File: src/rtl/gpio_regs.vh
// register offsets, reset values and timing counts of the port block
`ifndef GPIO_REGS_VH
`define GPIO_REGS_VH
// ****************************************************************
// register indices (printed offset is the index; the byte address is the index times four)
// ****************************************************************
`define PORT_E_DIRECTION_IDX 4'h1
`define PORT_A_DIRECTION_IDX 4'h2
`define PORT_A_VALUE_IDX     4'h3
`define PORT_C_VALUE_IDX     4'h4
`define PORT_B_DIRECTION_IDX 4'h5
`define PORT_B_VALUE_IDX     4'h6
`define PORT_D_DIRECTION_IDX 4'hC
`define PORT_D_VALUE_IDX     4'hD
`define PORT_E_VALUE_IDX     4'hE
`define CONTROL_IDX          4'hF
// ****************************************************************
// reset values and field positions
// ****************************************************************
`define DIR_RESET            4'h0
`define PORT_C_RESET         4'h0
`define CTRL_HALT_BIT        0
`define CTRL_WAKE_BIT        1
`define WAKE_VECTOR          12'h004
// ****************************************************************
// carrier timing
// ****************************************************************
`define CLK_FREQ_HZ          125000000
`define CARRIER_FREQ_HZ      38000
`define CARRIER_HALF_CYCLES  (`CLK_FREQ_HZ / (2 * `CARRIER_FREQ_HZ))
`endif

File: src/rtl/pin_sync.v
// two-flop synchroniser for a group of pin inputs
`timescale 1ns/1ps
`default_nettype none
module pin_sync #(
  parameter WIDTH = 4
) (
  input  wire             pclk,
  input  wire             presetn,
  input  wire             clk_en,
  input  wire [WIDTH-1:0] async_in,
  output reg  [WIDTH-1:0] sync_out
);
  reg [WIDTH-1:0] meta_q;  // first stage, read only by the second
  // ****************************************************************
  // two stages
  // ****************************************************************
  always @(posedge pclk or negedge presetn) begin
    if (!presetn) begin
      meta_q   <= {WIDTH{1'b0}};
      sync_out <= {WIDTH{1'b0}};
    end else if (clk_en) begin
      meta_q   <= async_in;
      sync_out <= meta_q;
    end
  end
endmodule
`default_nettype wire

File: src/rtl/carrier_gen.v
// square wave generator for the port a bit 3 carrier
`timescale 1ns/1ps
`default_nettype none
module carrier_gen #(
  parameter [15:0] HALF_CYCLES = 16'd1644
) (
  input  wire pclk,
  input  wire presetn,
  input  wire clk_en,
  input  wire run,
  output reg  carrier
);
  reg [15:0] count_q;  // cycles into the current half period
  // ****************************************************************
  // divider: stops and parks low when not running
  // ****************************************************************
  always @(posedge pclk or negedge presetn) begin
    if (!presetn) begin
      count_q <= 16'h0000;
      carrier <= 1'b0;
    end else if (clk_en) begin
      if (!run) begin
        count_q <= 16'h0000;
        carrier <= 1'b0;
      end else if (count_q == HALF_CYCLES - 16'd1) begin
        count_q <= 16'h0000;
        carrier <= ~carrier;
      end else begin
        count_q <= count_q + 16'd1;
      end
    end
  end
endmodule
`default_nettype wire

File: src/rtl/gpio_ports.v
// five-port gpio block with halt wake-up, apb register access
//
// Operation
// - port a direction at 02h, one is output
// - port a data: read pins, write outputs
// - output bits read back the latch
// - pull-down forced off on output bits
// - input bits read the pin level
// - halt: enabled rising edge wakes system
// - wake-up loads program counter with 004h
// - carrier option: bit3 outputs 38khz when set
// - halt forces port a bit3 low
// - no carrier option: bit3 plain port
// - bit0 schmitt path active after reset
// - port b direction 05h, data 06h
// - port c output only at 04h
// - port d direction 0ch, data 0dh
// - port e io option zero: inputs only
// - port e direction 01h when io option
// - port e structure chosen by three options
// - bit1 read-zero option reads bit1 zero (here only together with comparator one or the amplifier)
// - bit3 read-zero option likewise for bit3 (here only together with comparator two)
// - comparator one replaces port e bit0 read
// - comparator two replaces port e bit2 read
//
// The implementer's own choice: register access over APB.
`timescale 1ns/1ps
`default_nettype none
`include "gpio_regs.vh"
module gpio_ports #(
  parameter [3:0]  WAKE_A_ENABLE  = 4'h0,  // per-bit wake-up option, port a
  parameter [3:0]  WAKE_B_ENABLE  = 4'h0,  // per-bit wake-up option, port b
  parameter [3:0]  PULLDOWN_A     = 4'h0,  // per-bit pull-down options
  parameter [3:0]  PULLDOWN_B     = 4'h0,
  parameter [3:0]  PULLDOWN_D     = 4'h0,
  parameter [3:0]  PULLDOWN_E     = 4'h0,
  parameter        CARRIER_OUTPUT_OPTION = 1'b0,
  parameter        SCHMITT_WAKE_OPTION   = 1'b0,
  parameter        PORT_E_IO_OPTION      = 1'b0,
  parameter        AMPLIFIER_OPTION      = 1'b0,
  parameter        COMPARATOR_ONE_OPTION = 1'b0,
  parameter        COMPARATOR_TWO_OPTION = 1'b0,
  parameter        BIT1_READ_ZERO_OPTION = 1'b0,
  parameter        BIT3_READ_ZERO_OPTION = 1'b0
) (
  input  wire        pclk,
  input  wire        presetn,
  input  wire        clk_en,
  // apb slave
  input  wire        psel,
  input  wire        penable,
  input  wire        pwrite,
  input  wire [7:0]  paddr,
  input  wire [31:0] pwdata,
  output reg  [31:0] prdata,
  output wire        pready,
  output wire        pslverr,
  // pins: output enables are active low
  input  wire [3:0]  port_a_in,
  output wire [3:0]  port_a_out,
  output wire [3:0]  port_a_oe_n,
  output wire [3:0]  port_a_pulldown,
  input  wire [3:0]  port_b_in,
  output wire [3:0]  port_b_out,
  output wire [3:0]  port_b_oe_n,
  output wire [3:0]  port_b_pulldown,
  output wire [3:0]  port_c_out,
  input  wire [3:0]  port_d_in,
  output wire [3:0]  port_d_out,
  output wire [3:0]  port_d_oe_n,
  output wire [3:0]  port_d_pulldown,
  input  wire [3:0]  port_e_in,
  output wire [3:0]  port_e_out,
  output wire [3:0]  port_e_oe_n,
  output wire [3:0]  port_e_pulldown,
  // analog side
  input  wire        comparator_one_in,
  input  wire        comparator_two_in,
  output wire        schmitt_enable,
  output wire        amplifier_enable,
  // core side
  input  wire        halt_enter,
  output wire        halt_mode,
  output reg         wake_pulse,
  output wire [11:0] wake_vector
);
  // ****************************************************************
  // storage
  // ****************************************************************
  reg  [3:0]  dir_a_q, dir_b_q, dir_d_q, dir_e_q;  // one = output
  reg  [3:0]  val_a_q, val_b_q, val_c_q, val_d_q, val_e_q;  // output latches
  reg         halt_q;           // core sleeping
  reg         wake_seen_q;      // sticky: last halt ended by a pin
  reg  [7:0]  prev_ab_q;        // last sampled a/b levels for edge detect
  reg         schmitt_q;        // schmitt path enable, set after reset
  wire [3:0]  sync_a, sync_b, sync_d, sync_e;
  wire [1:0]  sync_cmp;
  wire        carrier;
  wire [3:0]  dir_e_eff;        // direction as the io option allows
  wire [3:0]  read_a, read_b, read_d, read_e;
  wire [7:0]  wake_mask;
  wire [7:0]  rise;
  wire        wake_hit;
  wire        wr_en;
  wire [3:0]  reg_idx;
  wire        addr_ok;
  // ****************************************************************
  // pin synchronisers
  // ****************************************************************
  pin_sync #(.WIDTH(18)) u_sync (
    .pclk     (pclk),
    .presetn  (presetn),
    .clk_en   (clk_en),
    .async_in ({comparator_two_in, comparator_one_in,
                port_e_in, port_d_in, port_b_in, port_a_in}),
    .sync_out ({sync_cmp, sync_e, sync_d, sync_b, sync_a})
  );
  // ****************************************************************
  // carrier generator
  // ****************************************************************
  // full-width divider figure, cut on purpose to the generator's counter
  localparam [31:0] CARRIER_HALF = `CARRIER_HALF_CYCLES;
  carrier_gen #(.HALF_CYCLES(CARRIER_HALF[15:0])) u_carrier (
    .pclk    (pclk),
    .presetn (presetn),
    .clk_en  (clk_en),
    .run     (CARRIER_OUTPUT_OPTION && dir_a_q[3] && val_a_q[3] && !halt_q),
    .carrier (carrier)
  );
  // ****************************************************************
  // apb decode
  // ****************************************************************
  assign pready  = 1'b1;  // zero wait states
  assign pslverr = psel && penable && !addr_ok;  // unmapped word errors
  assign reg_idx = paddr[5:2];
  assign wr_en   = psel && penable && pwrite && addr_ok;
  assign addr_ok = (paddr[1:0] == 2'b00) && (paddr[7:6] == 2'b00) &&
                   (reg_idx != 4'h0) && (reg_idx != 4'h7) && (reg_idx != 4'h8) &&
                   (reg_idx != 4'h9) && (reg_idx != 4'hA) && (reg_idx != 4'hB);
  // ****************************************************************
  // read muxing: outputs read latch, inputs read pin
  // ****************************************************************
  assign read_a = (dir_a_q & val_a_q) | (~dir_a_q & sync_a);
  assign read_b = (dir_b_q & val_b_q) | (~dir_b_q & sync_b);
  assign read_d = (dir_d_q & val_d_q) | (~dir_d_q & sync_d);
  // io option off: direction register has no effect, all inputs
  assign dir_e_eff = PORT_E_IO_OPTION ? dir_e_q : 4'h0;
  // port e: comparators take bits 0/2, read-zero options mask 1/3
  // amplifier with comparator one reads bits 2/3 zero: they are analog
  wire [3:0] e_raw = (dir_e_eff & val_e_q) | (~dir_e_eff & sync_e);
  assign read_e[0] = COMPARATOR_ONE_OPTION ? sync_cmp[0] : e_raw[0];
  assign read_e[1] = ((COMPARATOR_ONE_OPTION || AMPLIFIER_OPTION) &&
                      BIT1_READ_ZERO_OPTION) ? 1'b0 : e_raw[1];
  assign read_e[2] = (AMPLIFIER_OPTION && COMPARATOR_ONE_OPTION) ? 1'b0 :
                     COMPARATOR_TWO_OPTION ? sync_cmp[1] : e_raw[2];
  assign read_e[3] = (AMPLIFIER_OPTION && COMPARATOR_ONE_OPTION) ? 1'b0 :
                     (COMPARATOR_TWO_OPTION && BIT3_READ_ZERO_OPTION) ? 1'b0 :
                     e_raw[3];
  assign amplifier_enable = AMPLIFIER_OPTION;
  // ****************************************************************
  // read data register: combinational mux into a flop at setup
  // ****************************************************************
  always @(posedge pclk or negedge presetn) begin
    if (!presetn) begin
      prdata <= 32'h0000_0000;
    end else if (clk_en && psel && !penable) begin
      case (reg_idx)
        `PORT_E_DIRECTION_IDX: prdata <= {28'h000_0000, dir_e_q};
        `PORT_A_DIRECTION_IDX: prdata <= {28'h000_0000, dir_a_q};
        `PORT_A_VALUE_IDX:     prdata <= {28'h000_0000, read_a};
        `PORT_C_VALUE_IDX:     prdata <= {28'h000_0000, val_c_q};
        `PORT_B_DIRECTION_IDX: prdata <= {28'h000_0000, dir_b_q};
        `PORT_B_VALUE_IDX:     prdata <= {28'h000_0000, read_b};
        `PORT_D_DIRECTION_IDX: prdata <= {28'h000_0000, dir_d_q};
        `PORT_D_VALUE_IDX:     prdata <= {28'h000_0000, read_d};
        `PORT_E_VALUE_IDX:     prdata <= {28'h000_0000, read_e};
        `CONTROL_IDX:          prdata <= {30'h0000_0000, wake_seen_q, halt_q};
        default:               prdata <= 32'h0000_0000;
      endcase
    end
  end
  // ****************************************************************
  // register writes
  // ****************************************************************
  always @(posedge pclk or negedge presetn) begin
    if (!presetn) begin
      dir_a_q <= `DIR_RESET;
      dir_b_q <= `DIR_RESET;
      dir_d_q <= `DIR_RESET;
      dir_e_q <= `DIR_RESET;
      val_c_q <= `PORT_C_RESET;
      // value latches are undefined after reset; zero is chosen here
      val_a_q <= 4'h0;
      val_b_q <= 4'h0;
      val_d_q <= 4'h0;
      val_e_q <= 4'h0;
    end else if (clk_en && wr_en) begin
      case (reg_idx)
        `PORT_E_DIRECTION_IDX: dir_e_q <= pwdata[3:0];
        `PORT_A_DIRECTION_IDX: dir_a_q <= pwdata[3:0];
        `PORT_A_VALUE_IDX:     val_a_q <= pwdata[3:0];
        `PORT_C_VALUE_IDX:     val_c_q <= pwdata[3:0];
        `PORT_B_DIRECTION_IDX: dir_b_q <= pwdata[3:0];
        `PORT_B_VALUE_IDX:     val_b_q <= pwdata[3:0];
        `PORT_D_DIRECTION_IDX: dir_d_q <= pwdata[3:0];
        `PORT_D_VALUE_IDX:     val_d_q <= pwdata[3:0];
        `PORT_E_VALUE_IDX:     val_e_q <= pwdata[3:0];
        default:               ;
      endcase
    end
  end
  // ****************************************************************
  // halt and wake-up
  // ****************************************************************
  assign wake_mask = {WAKE_B_ENABLE, WAKE_A_ENABLE};
  // edge against previous sample; sampling goes on during halt since
  // this block keeps its own clock while the core one stops
  assign rise      = {sync_b, sync_a} & ~prev_ab_q & wake_mask;
  assign wake_hit  = halt_q && (rise != 8'h00);
  assign halt_mode = halt_q;
  assign wake_vector = `WAKE_VECTOR;
  always @(posedge pclk or negedge presetn) begin
    if (!presetn) begin
      halt_q      <= 1'b0;
      wake_seen_q <= 1'b0;
      prev_ab_q   <= 8'h00;
      wake_pulse  <= 1'b0;
    end else if (clk_en) begin
      prev_ab_q  <= {sync_b, sync_a};
      wake_pulse <= wake_hit;
      if (wake_hit) begin
        halt_q      <= 1'b0;
        wake_seen_q <= 1'b1;
      end else if (halt_enter) begin
        halt_q      <= 1'b1;
        wake_seen_q <= 1'b0;
      end else if (wr_en && reg_idx == `CONTROL_IDX && pwdata[`CTRL_WAKE_BIT]) begin
        wake_seen_q <= 1'b0;  // write one clears
      end
    end
  end
  // ****************************************************************
  // schmitt path: switched on in the first cycle after reset release
  // ****************************************************************
  always @(posedge pclk or negedge presetn) begin
    if (!presetn) begin
      schmitt_q <= 1'b0;
    end else if (clk_en) begin
      schmitt_q <= SCHMITT_WAKE_OPTION;
    end
  end
  assign schmitt_enable = schmitt_q;
  // ****************************************************************
  // pin drive
  // ****************************************************************
  assign port_a_oe_n = ~dir_a_q;
  // bit 3: carrier when the option is on, low in halt, else latch
  assign port_a_out[2:0] = val_a_q[2:0];
  assign port_a_out[3] = halt_q ? 1'b0 :
                         CARRIER_OUTPUT_OPTION ? carrier :
                         val_a_q[3];
  assign port_b_oe_n = ~dir_b_q;
  assign port_b_out  = val_b_q;
  assign port_c_out  = val_c_q;
  assign port_d_oe_n = ~dir_d_q;
  assign port_d_out  = val_d_q;
  assign port_e_oe_n = ~dir_e_eff;
  assign port_e_out  = val_e_q;
  // pull-downs only on input bits
  assign port_a_pulldown = PULLDOWN_A & ~dir_a_q;
  assign port_b_pulldown = PULLDOWN_B & ~dir_b_q;
  assign port_d_pulldown = PULLDOWN_D & ~dir_d_q;
  assign port_e_pulldown = PULLDOWN_E & ~dir_e_eff;
endmodule
`default_nettype wire

File: config.mk
export PLATFORM = sky130hd
export DESIGN_NAME = gpio_ports
export DESIGN_NICKNAME = d
export VERILOG_FILES = /design/src/rtl/pin_sync.v /design/src/rtl/carrier_gen.v /design/src/rtl/gpio_ports.v
export VERILOG_INCLUDE_DIRS = /design/src /design/src/rtl
export SDC_FILE = /design/constraint.sdc
export NUM_CORES = 1
export LEC_CHECK = 0
export BUFFER_PORTS_ARGS = -buffer_cell sky130_fd_sc_hd__buf_2
export CAP_MARGIN = 20
export CORE_MARGIN = 5
export CORE_UTILIZATION = 36
export CTS_CLUSTER_SIZE = 24
export DETAILED_ROUTE_END_ITERATION = 10
export HOLD_SLACK_MARGIN = 0.15
export SYNTH_ARGS = -nofsm -noshare
export SYNTH_HDL_FRONTEND = slang
export SYNTH_SLANG_ARGS = --single-unit
File: constraint.sdc
create_clock -name pclk -period 3.85 [get_ports pclk]
set_input_delay 0.385 -clock pclk [delete_from_list [all_inputs] [get_ports pclk]]
set_output_delay 0.385 -clock pclk [all_outputs]
set_load 0.01 [all_outputs]
==> reports/qor.yml, run 1 <==
outcome: "finished, final reports clean"
grt_pass1_wl_um: 13700
syn_to_final_growth_pct: 10.9
hold_violations: 0
crit_path_end: "pslverr"
avgSynthCellArea_um2: 12.0
crit_cells: 5
wl_per_cell_um: 16.3
dp_hpwl_um: 6870
peakVddDrop_uv: 224
power_mw: 1.60
fin_crit_ps: 1910
power_density_mw_per_mm2: 364
crit_arrival_ps: 1530
core_mm2: 0.0108
clockBufferDepth: 2
netlist-cell-type-count: 43
fmax_ghz: 0.522
vias: 2559
crit_chain: "buf_2 > nand2b_1 > o22a_1 > a21boi_0 > buf_2"
fin_cells: 547
setup_viol: 0
critPathMostFrequentCell: "buf_2"
r2r_cells: 3
yosysWarnings: 0
drtPass1Iterations: 4
timing.hold.ws_ps: 245
track_usage_pct: 13.5
dpl_cell_area_mm2: 0.00420
crit_type: "input pin to output port"
dieWidth_um: 115
synthSimpleGateAreaFrac_pct: 10.5
syn_area_mm2: 0.00396
cts-buffers-inserted: 9
tritoncts: "yes"
dieArea_mm2: 0.0132
wl_um: 8910
crit_start: "paddr[5]"
initial_core_util_pct: 36.7
cts.sinks: 73
slowest_stage: "nand2b_1"
gp_congestion: 0.864
cp_top_family: "compound AO/OA/AOI/OAI gates"
maxCapViolCount: 0
antenna_found_initial: 0
grt_max_degree: 29
post-place-cells: 530
hp-class: "input pin to flop"
crit_buf_inv: 2
fin_setup_tns_ps: 0
ys_async_sr_fraction_pct: 100
grt_overflow: 0
p_leak_nw: 2.12
synth-edff-count: 0
timing.critical_path.slowest_cell_delay_ps: 370
num_antenna_cells: 0
synth_mux_area_share_pct: 22.5
synth_fa_ha_area_share_pct: 0
synth_area_leaders: "dfrtp_1 (46%), mux2_2 (20%), buf_4 (13%), mux2i_1 (2.3%), nor3_4 (1.6%)"
cts.clk_slew.worst_paths_ps: 70
crit_path_end_kind: "output port"
ctsHtreeMaxLevel: 3
netlist_instances: 331
root_buffer: "clkbuf_8"
cp_max_fo: 14
die_h_um: 115
synth_top_area_share_pct: 46.1
fin_nets: 467
drv_slew: 0
yosys.area_share.xor_xnor_pct: 0
io_pins: 167
timing.rr.start: "dir_a_q[0]"
ant_nets: 0
fillCellCount: 1041
r2r_setup_slack_ps: 2440
fin_crit_sh_pct: 49.7
crit_required_ps: 3460
ys.flop_type: "dfrtp_1"
final_cell_area_mm2: 0.00439
drive_above_1_share_pct: 42.8
yosys_register_bits: 73
slew_headroom_pct: 56.7
worst_pin_slew_ps: 649
clk_latency_ps: 350
cp-start-kind: "input pin"
dp_slack_ps: 1770
setup_slack_ps: 1940
skew_ps: 10.5
worstReg2RegEnd: "prdata[0]"
portBuffers: 72
drc: 0
yosysTopAreaCell: "dfrtp_1"
drtIter0Drc: 108
grt_pass1_vias: 2545
ys_seq_area_share_pct: 46.1
synth-compound-area-share_pct: 5.53
final_core_util_pct: 40.7
core.rowCount: 38
synth_top_family_by_area: "multiplexers"
routed_via_density: 4.68
rsz0062_at_grt: "false"
## worst register-to-register path, stage by stage (launching register included)
cell	delay, ps
dfrtp_1	410
mux2_2	370
a221oi_1	350
a32oi_1	150
## worst min-delay path by stage
stage	depth (start not counted)	slack, ps	to	startpoint
2_1_floorplan	0	90	dir_a_q[0]	presetn
3_3_place_gp	1	450	u_sync.meta_q[10]	presetn
3_5_place_dp	1	450	u_sync.meta_q[8]	presetn
4_1_cts	2	230	halt_mode	halt_enter
5_1_grt	2	230	halt_mode	halt_enter
6_report	2	240	halt_mode	halt_enter
## cell type report
| class | instances | area [um2] | share of cell area, % |
|---|---|---|---|
| sequential | 73 | 1830 | 41.6 |
| multi-input combinational | 227 | 1760 | 40.1 |
| timing repair buffer | 76 | 393 | 8.94 |
| tap | 140 | 175 | 3.99 |
| clock buffer | 10 | 138 | 3.13 |
| inverter | 15 | 56.3 | 1.28 |
| clock inverter | 6 | 42.5 | 0.968 |
## cells in the final DEF (no fill, tap or decap), drive strengths merged, types with 2 or more instances in the layout
master / count
and4: 2
a21oi: 2
a21o: 2
mux2i: 9
conb: 64
and3: 2
clkbuf: 10
nand2: 8
a211oi: 3
nand3b: 6
nor2: 8
or2: 2
dfrtp: 73
o21ai: 3
nand3: 2
o22ai: 2
a22oi: 2
clkinvlp: 2
buf: 75
nor3: 5
mux2: 71
nand4: 2
nor4: 3
inv: 16
clkinv: 3
nor2b: 6
a32oi: 6
nand2b: 5
## state kept, by name (all words and copies together), names as in the netlist
name / count
dir_a_q: 4
dir_b_q: 4
dir_d_q: 4
dir_e_q: 4
halt_mode: 1
port_b_out: 4
port_c_out: 4
port_d_out: 4
port_e_out: 4
prdata: 4
u_sync.meta_q: 16
u_sync.sync_out: 16
val_a_q: 4
## layer usage
| layer | up-vias | global-route usage, % | wire length [um] |
|---|---|---|---|
| li1 | 1164 | - | - |
| met1 | 1262 | 17.2 | 3720 |
| met2 | 118 | 22.2 | 4250 |
| met3 | 15 | 3.05 | 777 |
| met4 | 0 | 5.16 | 159 |
| met5 | - | 0 | 0 |
## kinds of logic after synthesis
logic type / after synthesis
compound gates: 29
buf+inv: 93
flops: 73
mux: 80
other cells: 2
simple gates: 54
## cells in the mapped netlist, types with 2 or more instances
cell type	count
a211oi_1	3
a21o_1	2
a21oi_1	2
a22oi_1	2
a32oi_1	6
and3_1	2
buf_1	3
buf_2	4
buf_4	67
clkbuf_1	4
conb_1	2
dfrtp_1	73
inv_1	15
mux2_2	71
mux2i_1	9
nand2_1	8
nand2b_1	5
nand3_1	2
nand3b_1	6
nor2_1	8
nor2b_1	6
nor3_4	4
nor4_4	3
o21ai_0	3
o22ai_1	2
or2_2	2
## power by group
| part | internal (mW) | switching, mW |
|---|---|---|
| sequential | 0.816 | 0.0286 |
| combinational | 0.0809 | 0.123 |
| clock | 0.252 | 0.300 |
## repair_timing
action | in CTS | in global routing
buffers inserted | 0 | 0
resized for setup | 0 | 0
hold endpoints to repair | 26 | 0
hold buffers | 1 | 0
No activity file was read; power rests on OpenSTA's default activity.
==> run 2, diff against run 1 <==
--- a/config.mk
+++ b/config.mk
@@ -13,6 +13,7 @@
 export CTS_CLUSTER_SIZE = 24
 export DETAILED_ROUTE_END_ITERATION = 10
 export HOLD_SLACK_MARGIN = 0.15
+export PLACE_DENSITY = 0.65
 export SYNTH_ARGS = -nofsm -noshare
 export SYNTH_HDL_FRONTEND = slang
 export SYNTH_SLANG_ARGS = --single-unit
==> constraint.sdc (replaced) <==
create_clock -name pclk -period 1.7 [get_ports pclk]
set_input_delay 0.17 -clock pclk [delete_from_list [all_inputs] [get_ports pclk]]
set_output_delay 0.17 -clock pclk [all_outputs]
set_load 0.01 [all_outputs]
==> run 2 against run 1 <==
Compared with the run above:
- wire length rose by 0.54%
- clock power rose by 140%
- critical path depth fell by 2
- flip-flop and latch count did not move
- utilization rose by 2.9 points
- sequential share of layout area fell by 2.8 points
- clock skew barely moved
==> reports/qor.yml, run 2 (synthesis results as in run 1) <==
p_int_mw: 2.77  # +140%
p_leak_nw: 2.28  # +7.7%
dp_hpwl_um: 6840  # -0.39%
r2r_setup_slack_ps: 220  # -2220 ps
power_density_mw_per_mm2: 792  # +120%
wl_per_cell_um: 15.5  # -4.9%
track_usage_pct: 13.7  # +0.26 points
cts.sinks: 73  # unchanged
fin_crit_sh_pct: 87.1
ant_nets: 0  # unchanged
io_pins: 167  # unchanged
post-place-cells: 547  # +3.2%
fin_crit_ps: 1480
tritoncts: "yes"
die_h_um: 115  # unchanged
slowest_stage: "dfrtp_1"
crit_path_end: "prdata[0]"
setup_viol: 0  # unchanged
swShare_pct: 25.7  # -2.5 points
timing.critical_path.slowest_cell_delay_ps: 430  # +60 ps
hp-class: "input pin to flop"
p_comb_share_pct: 13.7  # +1.0 points
drv_slew: 0  # unchanged
ctsHtreeMaxLevel: 3  # unchanged
antenna_found_initial: 1  # +1
dpl_cell_area_mm2: 0.00434  # +3.3%
crit_buf_inv: 0  # -2
fmax_ghz: 0.675
cp_max_fo: 4  # -10
grt_pass1_vias: 2731  # +7.3%
cp-start-kind: "flop"
maxCapViolCount: 0  # unchanged
cts-buffers-inserted: 9  # unchanged
fin_setup_tns_ps: 0  # unchanged
portBuffers: 72  # unchanged
core_mm2: 0.0108  # unchanged
crit_path_end_kind: "flop"
timing.rr.start: "dir_a_q[0]"
timing.hold.ws_ps: 206  # -38.7 ps
power.switching_mw: 0.957  # +110%
peakVddDrop_uv: 421  # +88%
initial_core_util_pct: 36.7  # unchanged
grt_pass1_wl_um: 14000  # +2.7%
crit_required_ps: 1900  # -1560 ps
fillCellCount: 986  # -5.3%
crit_start: "dir_a_q[0]"
final_cell_area_mm2: 0.00471  # +7.1%
clockBufferDepth: 2  # unchanged
num_antenna_cells: 0  # unchanged
vias: 2656  # +3.8%
dieWidth_um: 115  # unchanged
final_cell_mix: "dfrtp_1 (73), buf_2 (72), mux2_2 (71)"
syn_to_final_growth_pct: 18.8
dp_slack_ps: -102  # -1870 ps
fin_nets: 501  # +7.3%
clock_power_share_pct: 35.0  # +0.5 points
drc: 0  # unchanged
dieArea_mm2: 0.0132  # unchanged
skew_ps: 10.3  # -0.291 ps
gp_congestion: 0.815  # -5.7%
worstReg2RegEnd: "prdata[0]"
cp_top_family: "compound AO/OA/AOI/OAI gates"
hold_violations: 0  # unchanged
layout_commonest_cell: "dfrtp_1"
core.rowCount: 38  # unchanged
reg_top3: "u_sync.meta_q (16), u_sync.sync_out (16)"
crit_chain: "mux2_2 > a221oi_1 > a32oi_1"
routed_via_density: 4.60  # -1.8%
grt_max_degree: 74  # +160%
root_buffer: "clkbuf_8"
crit_type: "flop to flop"
fin_cells: 578  # +5.7%
ff_latch_area_mm2: 0.00183  # unchanged
drtPass1Iterations: 5  # +1
grt_overflow: 0  # unchanged
outcome: "finished, final reports clean"
crit_arrival_ps: 1680  # +150 ps
wl_um: 8960  # +0.54%
crit_cells: 3  # -2
r2r_cells: 3  # unchanged
seqPwrFrac_pct: 51.3  # -1.5 points
clk_latency_ps: 350  # about the same
setup_slack_ps: 218  # -1720 ps
cts.clk_slew.worst_paths_ps: 70  # about the same
rsz0062_at_grt: "false"
drive_above_1_share_pct: 42.9  # +0.17 points
drtIter0Drc: 138  # +28%
multi_input_area_mm2: 0.00176  # unchanged
[run 2: power by group through the flow]
stage	logic (mW)	clock network [mW]	registers, mW
detailed placement	0.478	0	1.95
CTS	0.510	1.34	1.91
finish	0.509	1.30	1.91
global route	0.562	1.40	1.93
global placement	0.468	0	1.94
floorplan	0.402	0	1.93
[run 2: worst min path at each step]
| stage | startpoint | endpoint | slack (ps) | cells past startpoint |
|---|---|---|---|---|
| 3_5_place_dp | presetn | u_sync.meta_q[10] | 230 | 2 |
| 2_1_floorplan | presetn | dir_a_q[0] | -130 | 0 |
| 3_3_place_gp | presetn | u_sync.meta_q[11] | 220 | 2 |
| 6_report | clk_en | u_sync.meta_q[4] | 210 | 2 |
| 5_1_grt | clk_en | u_sync.meta_q[4] | 210 | 2 |
| 4_1_cts | clk_en | u_sync.meta_q[4] | 200 | 2 |
[run 2: per-stage QoR]
stage          utilization (%)  total power [mW]
6_report                  43.6              3.73
5_1_grt                   43.6              3.89
4_1_cts                   43.6              3.76
3_5_place_dp              40.3              2.43
3_3_place_gp              40.3              2.41
2_1_floorplan                -              2.33
[run 2: final cells by class]
cell class / count / area share (%)
clock inverters: 3 / 0.931
inverters: 15 / 1.20
repair buffers: 110 / 14.9
multi-input cells: 227 / 37.5
well taps: 140 / 3.72
clock buffers: 10 / 2.92
flip-flops and latches: 73 / 38.8
[run 2: metal layers]
layer	wire length, um	vias to the layer above	track usage (%)
li1	-	1228	-
met1	3690	1277	17.0
met2	4240	133	22.7
met3	851	16	3.47
met4	161	2	5.87
met5	11	-	0
[run 2: worst register-to-register path, delay by kind of cell, from the launching register on]
kind / cells / cell delay (ps)
compound gates: 2 / 540
flops: 1 / 430
mux: 1 / 360
[run 2: repair_timing]
item / CTS / global route
resized for setup: 0 / 0
buffers inserted: 0 / 0
hold endpoints to repair: 90 / 0
hold buffers: 18 / 0
==> run 3, diff against run 2 <==
--- a/config.mk
+++ b/config.mk
@@ -9,11 +9,11 @@
 export BUFFER_PORTS_ARGS = -buffer_cell sky130_fd_sc_hd__buf_2
 export CAP_MARGIN = 20
 export CORE_MARGIN = 5
-export CORE_UTILIZATION = 36
+export CORE_UTILIZATION = 44
 export CTS_CLUSTER_SIZE = 24
 export DETAILED_ROUTE_END_ITERATION = 10
 export HOLD_SLACK_MARGIN = 0.15
-export PLACE_DENSITY = 0.65
+export PLACE_DENSITY = 0.77
 export SYNTH_ARGS = -nofsm -noshare
 export SYNTH_HDL_FRONTEND = slang
 export SYNTH_SLANG_ARGS = --single-unit
==> run 3 against run 2 <==
Compared with the run above:
- cell area decreased by 1.2%
- hold slack improved by 10 ps
- register-to-register slack gained 40 ps
- largest cell class unchanged
- wire length decreased by 1.0%
- highest routed layer is now met4
- non-clock buffer count is 3 lower
- clock skew shrank 2.6 ps
- setup slack improved by 17 ps
- die area fell by 17%
- power grew 0.79%
- critical path type is now input pin to flop
- count of clock-buffer cells in the layout grew 3
- first-iteration DRC count grew 46%
==> reports/qor.yml, run 3 (synthesis results as in run 1) <==
outcome: "finished, final reports clean"
cts-buffers-inserted: 9  # unchanged
grt_overflow: 0  # unchanged
wl_um: 8870  # -1.0%
rsz0062_at_grt: "false"
hold_end: "prdata[0]"
ant_nets: 0  # unchanged
peakVddDrop_uv: 544  # +29%
wl_per_cell_um: 16.2  # +4.8%
drive_above_1_share_pct: 42.2  # -0.68 points
p_comb_share_pct: 13.7  # about the same
fin_crit_sh_pct: 86.1  # -1.0 points
crit_chain: "buf_2 > nor4_4 > nand4_4 > nor4_4 > buf_4 > mux2_2"
worstReg2RegEnd: "prdata[0]"
cp_max_fo: 6  # +2
gp_congestion: 0.860  # +5.5%
cts.sinks: 73  # unchanged
critPathMostFrequentCell: "nor4_4"
crit_type: "input pin to flop"
drtPass1Iterations: 4  # -1
hold_depth: 3  # +1
final_core_util_pct: 53.1  # +9.5 points
timing.critical_path.slowest_cell_delay_ps: 360  # -70 ps
cp-start-kind: "input pin"
clk_latency_ps: 350  # about the same
r2r_cells: 3  # unchanged
fin_crit_ps: 1460  # -17.2 ps
maxCapViolCount: 0  # unchanged
fin_nets: 498  # -0.60%
io_pins: 167  # unchanged
setup_viol: 0  # unchanged
grt_max_degree: 74  # unchanged
drv_slew: 0  # unchanged
root_buffer: "clkbuf_8"
core_mm2: 0.00876  # -19%
initial_core_util_pct: 45.2  # +8.5 points
dieWidth_um: 105  # -8.7%
hp-class: "input pin to flop"
grt_pass1_vias: 2662  # -2.5%
slowest_stage: "nor4_4"
syn_to_final_growth_pct: 17.4
drtIter0Drc: 201  # +46%
timing.rr.start: "dir_a_q[0]"
routed_via_density: 4.93  # +7.3%
skew_ps: 7.64  # -2.61 ps
drc: 0  # unchanged
ctsHtreeMaxLevel: 3  # unchanged
p_int_mw: 2.79  # +0.81%
fmax_ghz: 0.683  # +1.2%
track_usage_pct: 16.0  # +2.2 points
grt_pass1_wl_um: 14000  # -0.24%
r2r_setup_slack_ps: 260  # +40 ps
hold_violations: 0  # unchanged
fin_setup_tns_ps: 0  # unchanged
clock_power_share_pct: 35.4  # +0.4 points
crit_required_ps: 1930  # +30 ps
cts.clk_slew.worst_paths_ps: 70  # about the same
reg_top3: "u_sync.meta_q (16), u_sync.sync_out (16)"
dieArea_mm2: 0.0110  # -17%
crit_arrival_ps: 1690  # about the same
seqPwrFrac_pct: 50.9  # -0.4 points
vias: 2693  # +1.4%
post_cts.resized_instances: 0  # unchanged
num_antenna_cells: 0  # unchanged
swShare_pct: 25.7  # about the same
antenna_found_initial: 0  # -1
power.switching_mw: 0.964  # +0.75%
dp_hpwl_um: 6710  # -2.0%
crit_path_end_kind: "flop"
core.rowCount: 34  # -11%
final_cell_mix: "dfrtp_1 (73), buf_2 (72), mux2_2 (71)"
portBuffers: 72  # unchanged
tritoncts: "yes"
die_h_um: 105  # -8.7%
timing.hold.ws_ps: 216  # +10.1 ps
p_leak_nw: 2.28  # -0.41%
hold_start: "paddr[5]"
clockBufferDepth: 2  # unchanged
power_density_mw_per_mm2: 808  # +2.0%
layout_commonest_cell: "dfrtp_1"
-- run 3: changes by cell type in the layout (fill, tap and decap cells not counted), sizes merged --
cell    delta
buf        -3
clkbuf     +3
-- run 3: critical path, delay by kind of cell --
family        cells  cell delay, ps
buf+inv           2             280
mux               1             320
simple gates      3             910
-- run 3: area by class of cell --
type | instances | area (um2)
multi-input cells | 227 | 1760
inverters | 15 | 56.3
clock buffers | 13 | 149
flip-flops and latches | 73 | 1830
fillers | 771 | 4110
well taps | 108 | 135
clock inverters | 3 | 40.0
repair buffers | 107 | 681
-- run 3: what timing repair did --
item	CTS	global route
hold buffers	18	0
buffers inserted	0	0
hold endpoints to repair	90	0
-- run 3: metal layers --
| layer | track usage [%] | vias up | routed length, um | share of wire (%) |
|---|---|---|---|---|
| li1 | - | 1222 | - | - |
| met1 | 19.3 | 1314 | 3630 | 41 |
| met2 | 27.4 | 144 | 4280 | 48 |
| met3 | 4.25 | 13 | 819 | 9.2 |
| met4 | 5.66 | 0 | 135 | 1.5 |
| met5 | 0 | - | 0 | 0 |
-- run 3: stage by stage --
stage | instances | area, um2 | total power [mW] | setup WS [ps]
5_1_grt | 546 | 4650 | 3.91 | 151
3_5_place_dp | 512 | 4280 | 2.43 | -132
6_report | 546 | 4650 | 3.76 | 236
3_3_place_gp | 512 | 4280 | 2.41 | -103
2_1_floorplan | 393 | 4200 | 2.33 | 188
4_1_cts | 546 | 4650 | 3.79 | 233
-- run 3: worst max-delay path by stage --
stage | from | endpoint | slack [ps] | cells past startpoint
after CTS | paddr[1] | port_c_out[2] | 230 | 6
after floorplan | paddr[1] | port_c_out[0] | 190 | 4
after detailed placement | paddr[1] | port_c_out[2] | -130 | 6
final | paddr[1] | port_c_out[2] | 240 | 6
after global placement | paddr[1] | port_c_out[2] | -100 | 6
after global routing | paddr[1] | port_c_out[0] | 150 | 6
-- run 3: power groups by stage --
stage,clock (mW),sequential (mW),combinational (mW)
finish,1.33,1.91,0.515
global route,1.42,1.93,0.567
CTS,1.36,1.91,0.513
detailed placement,0,1.95,0.480
global placement,0,1.94,0.466
floorplan,0,1.93,0.402
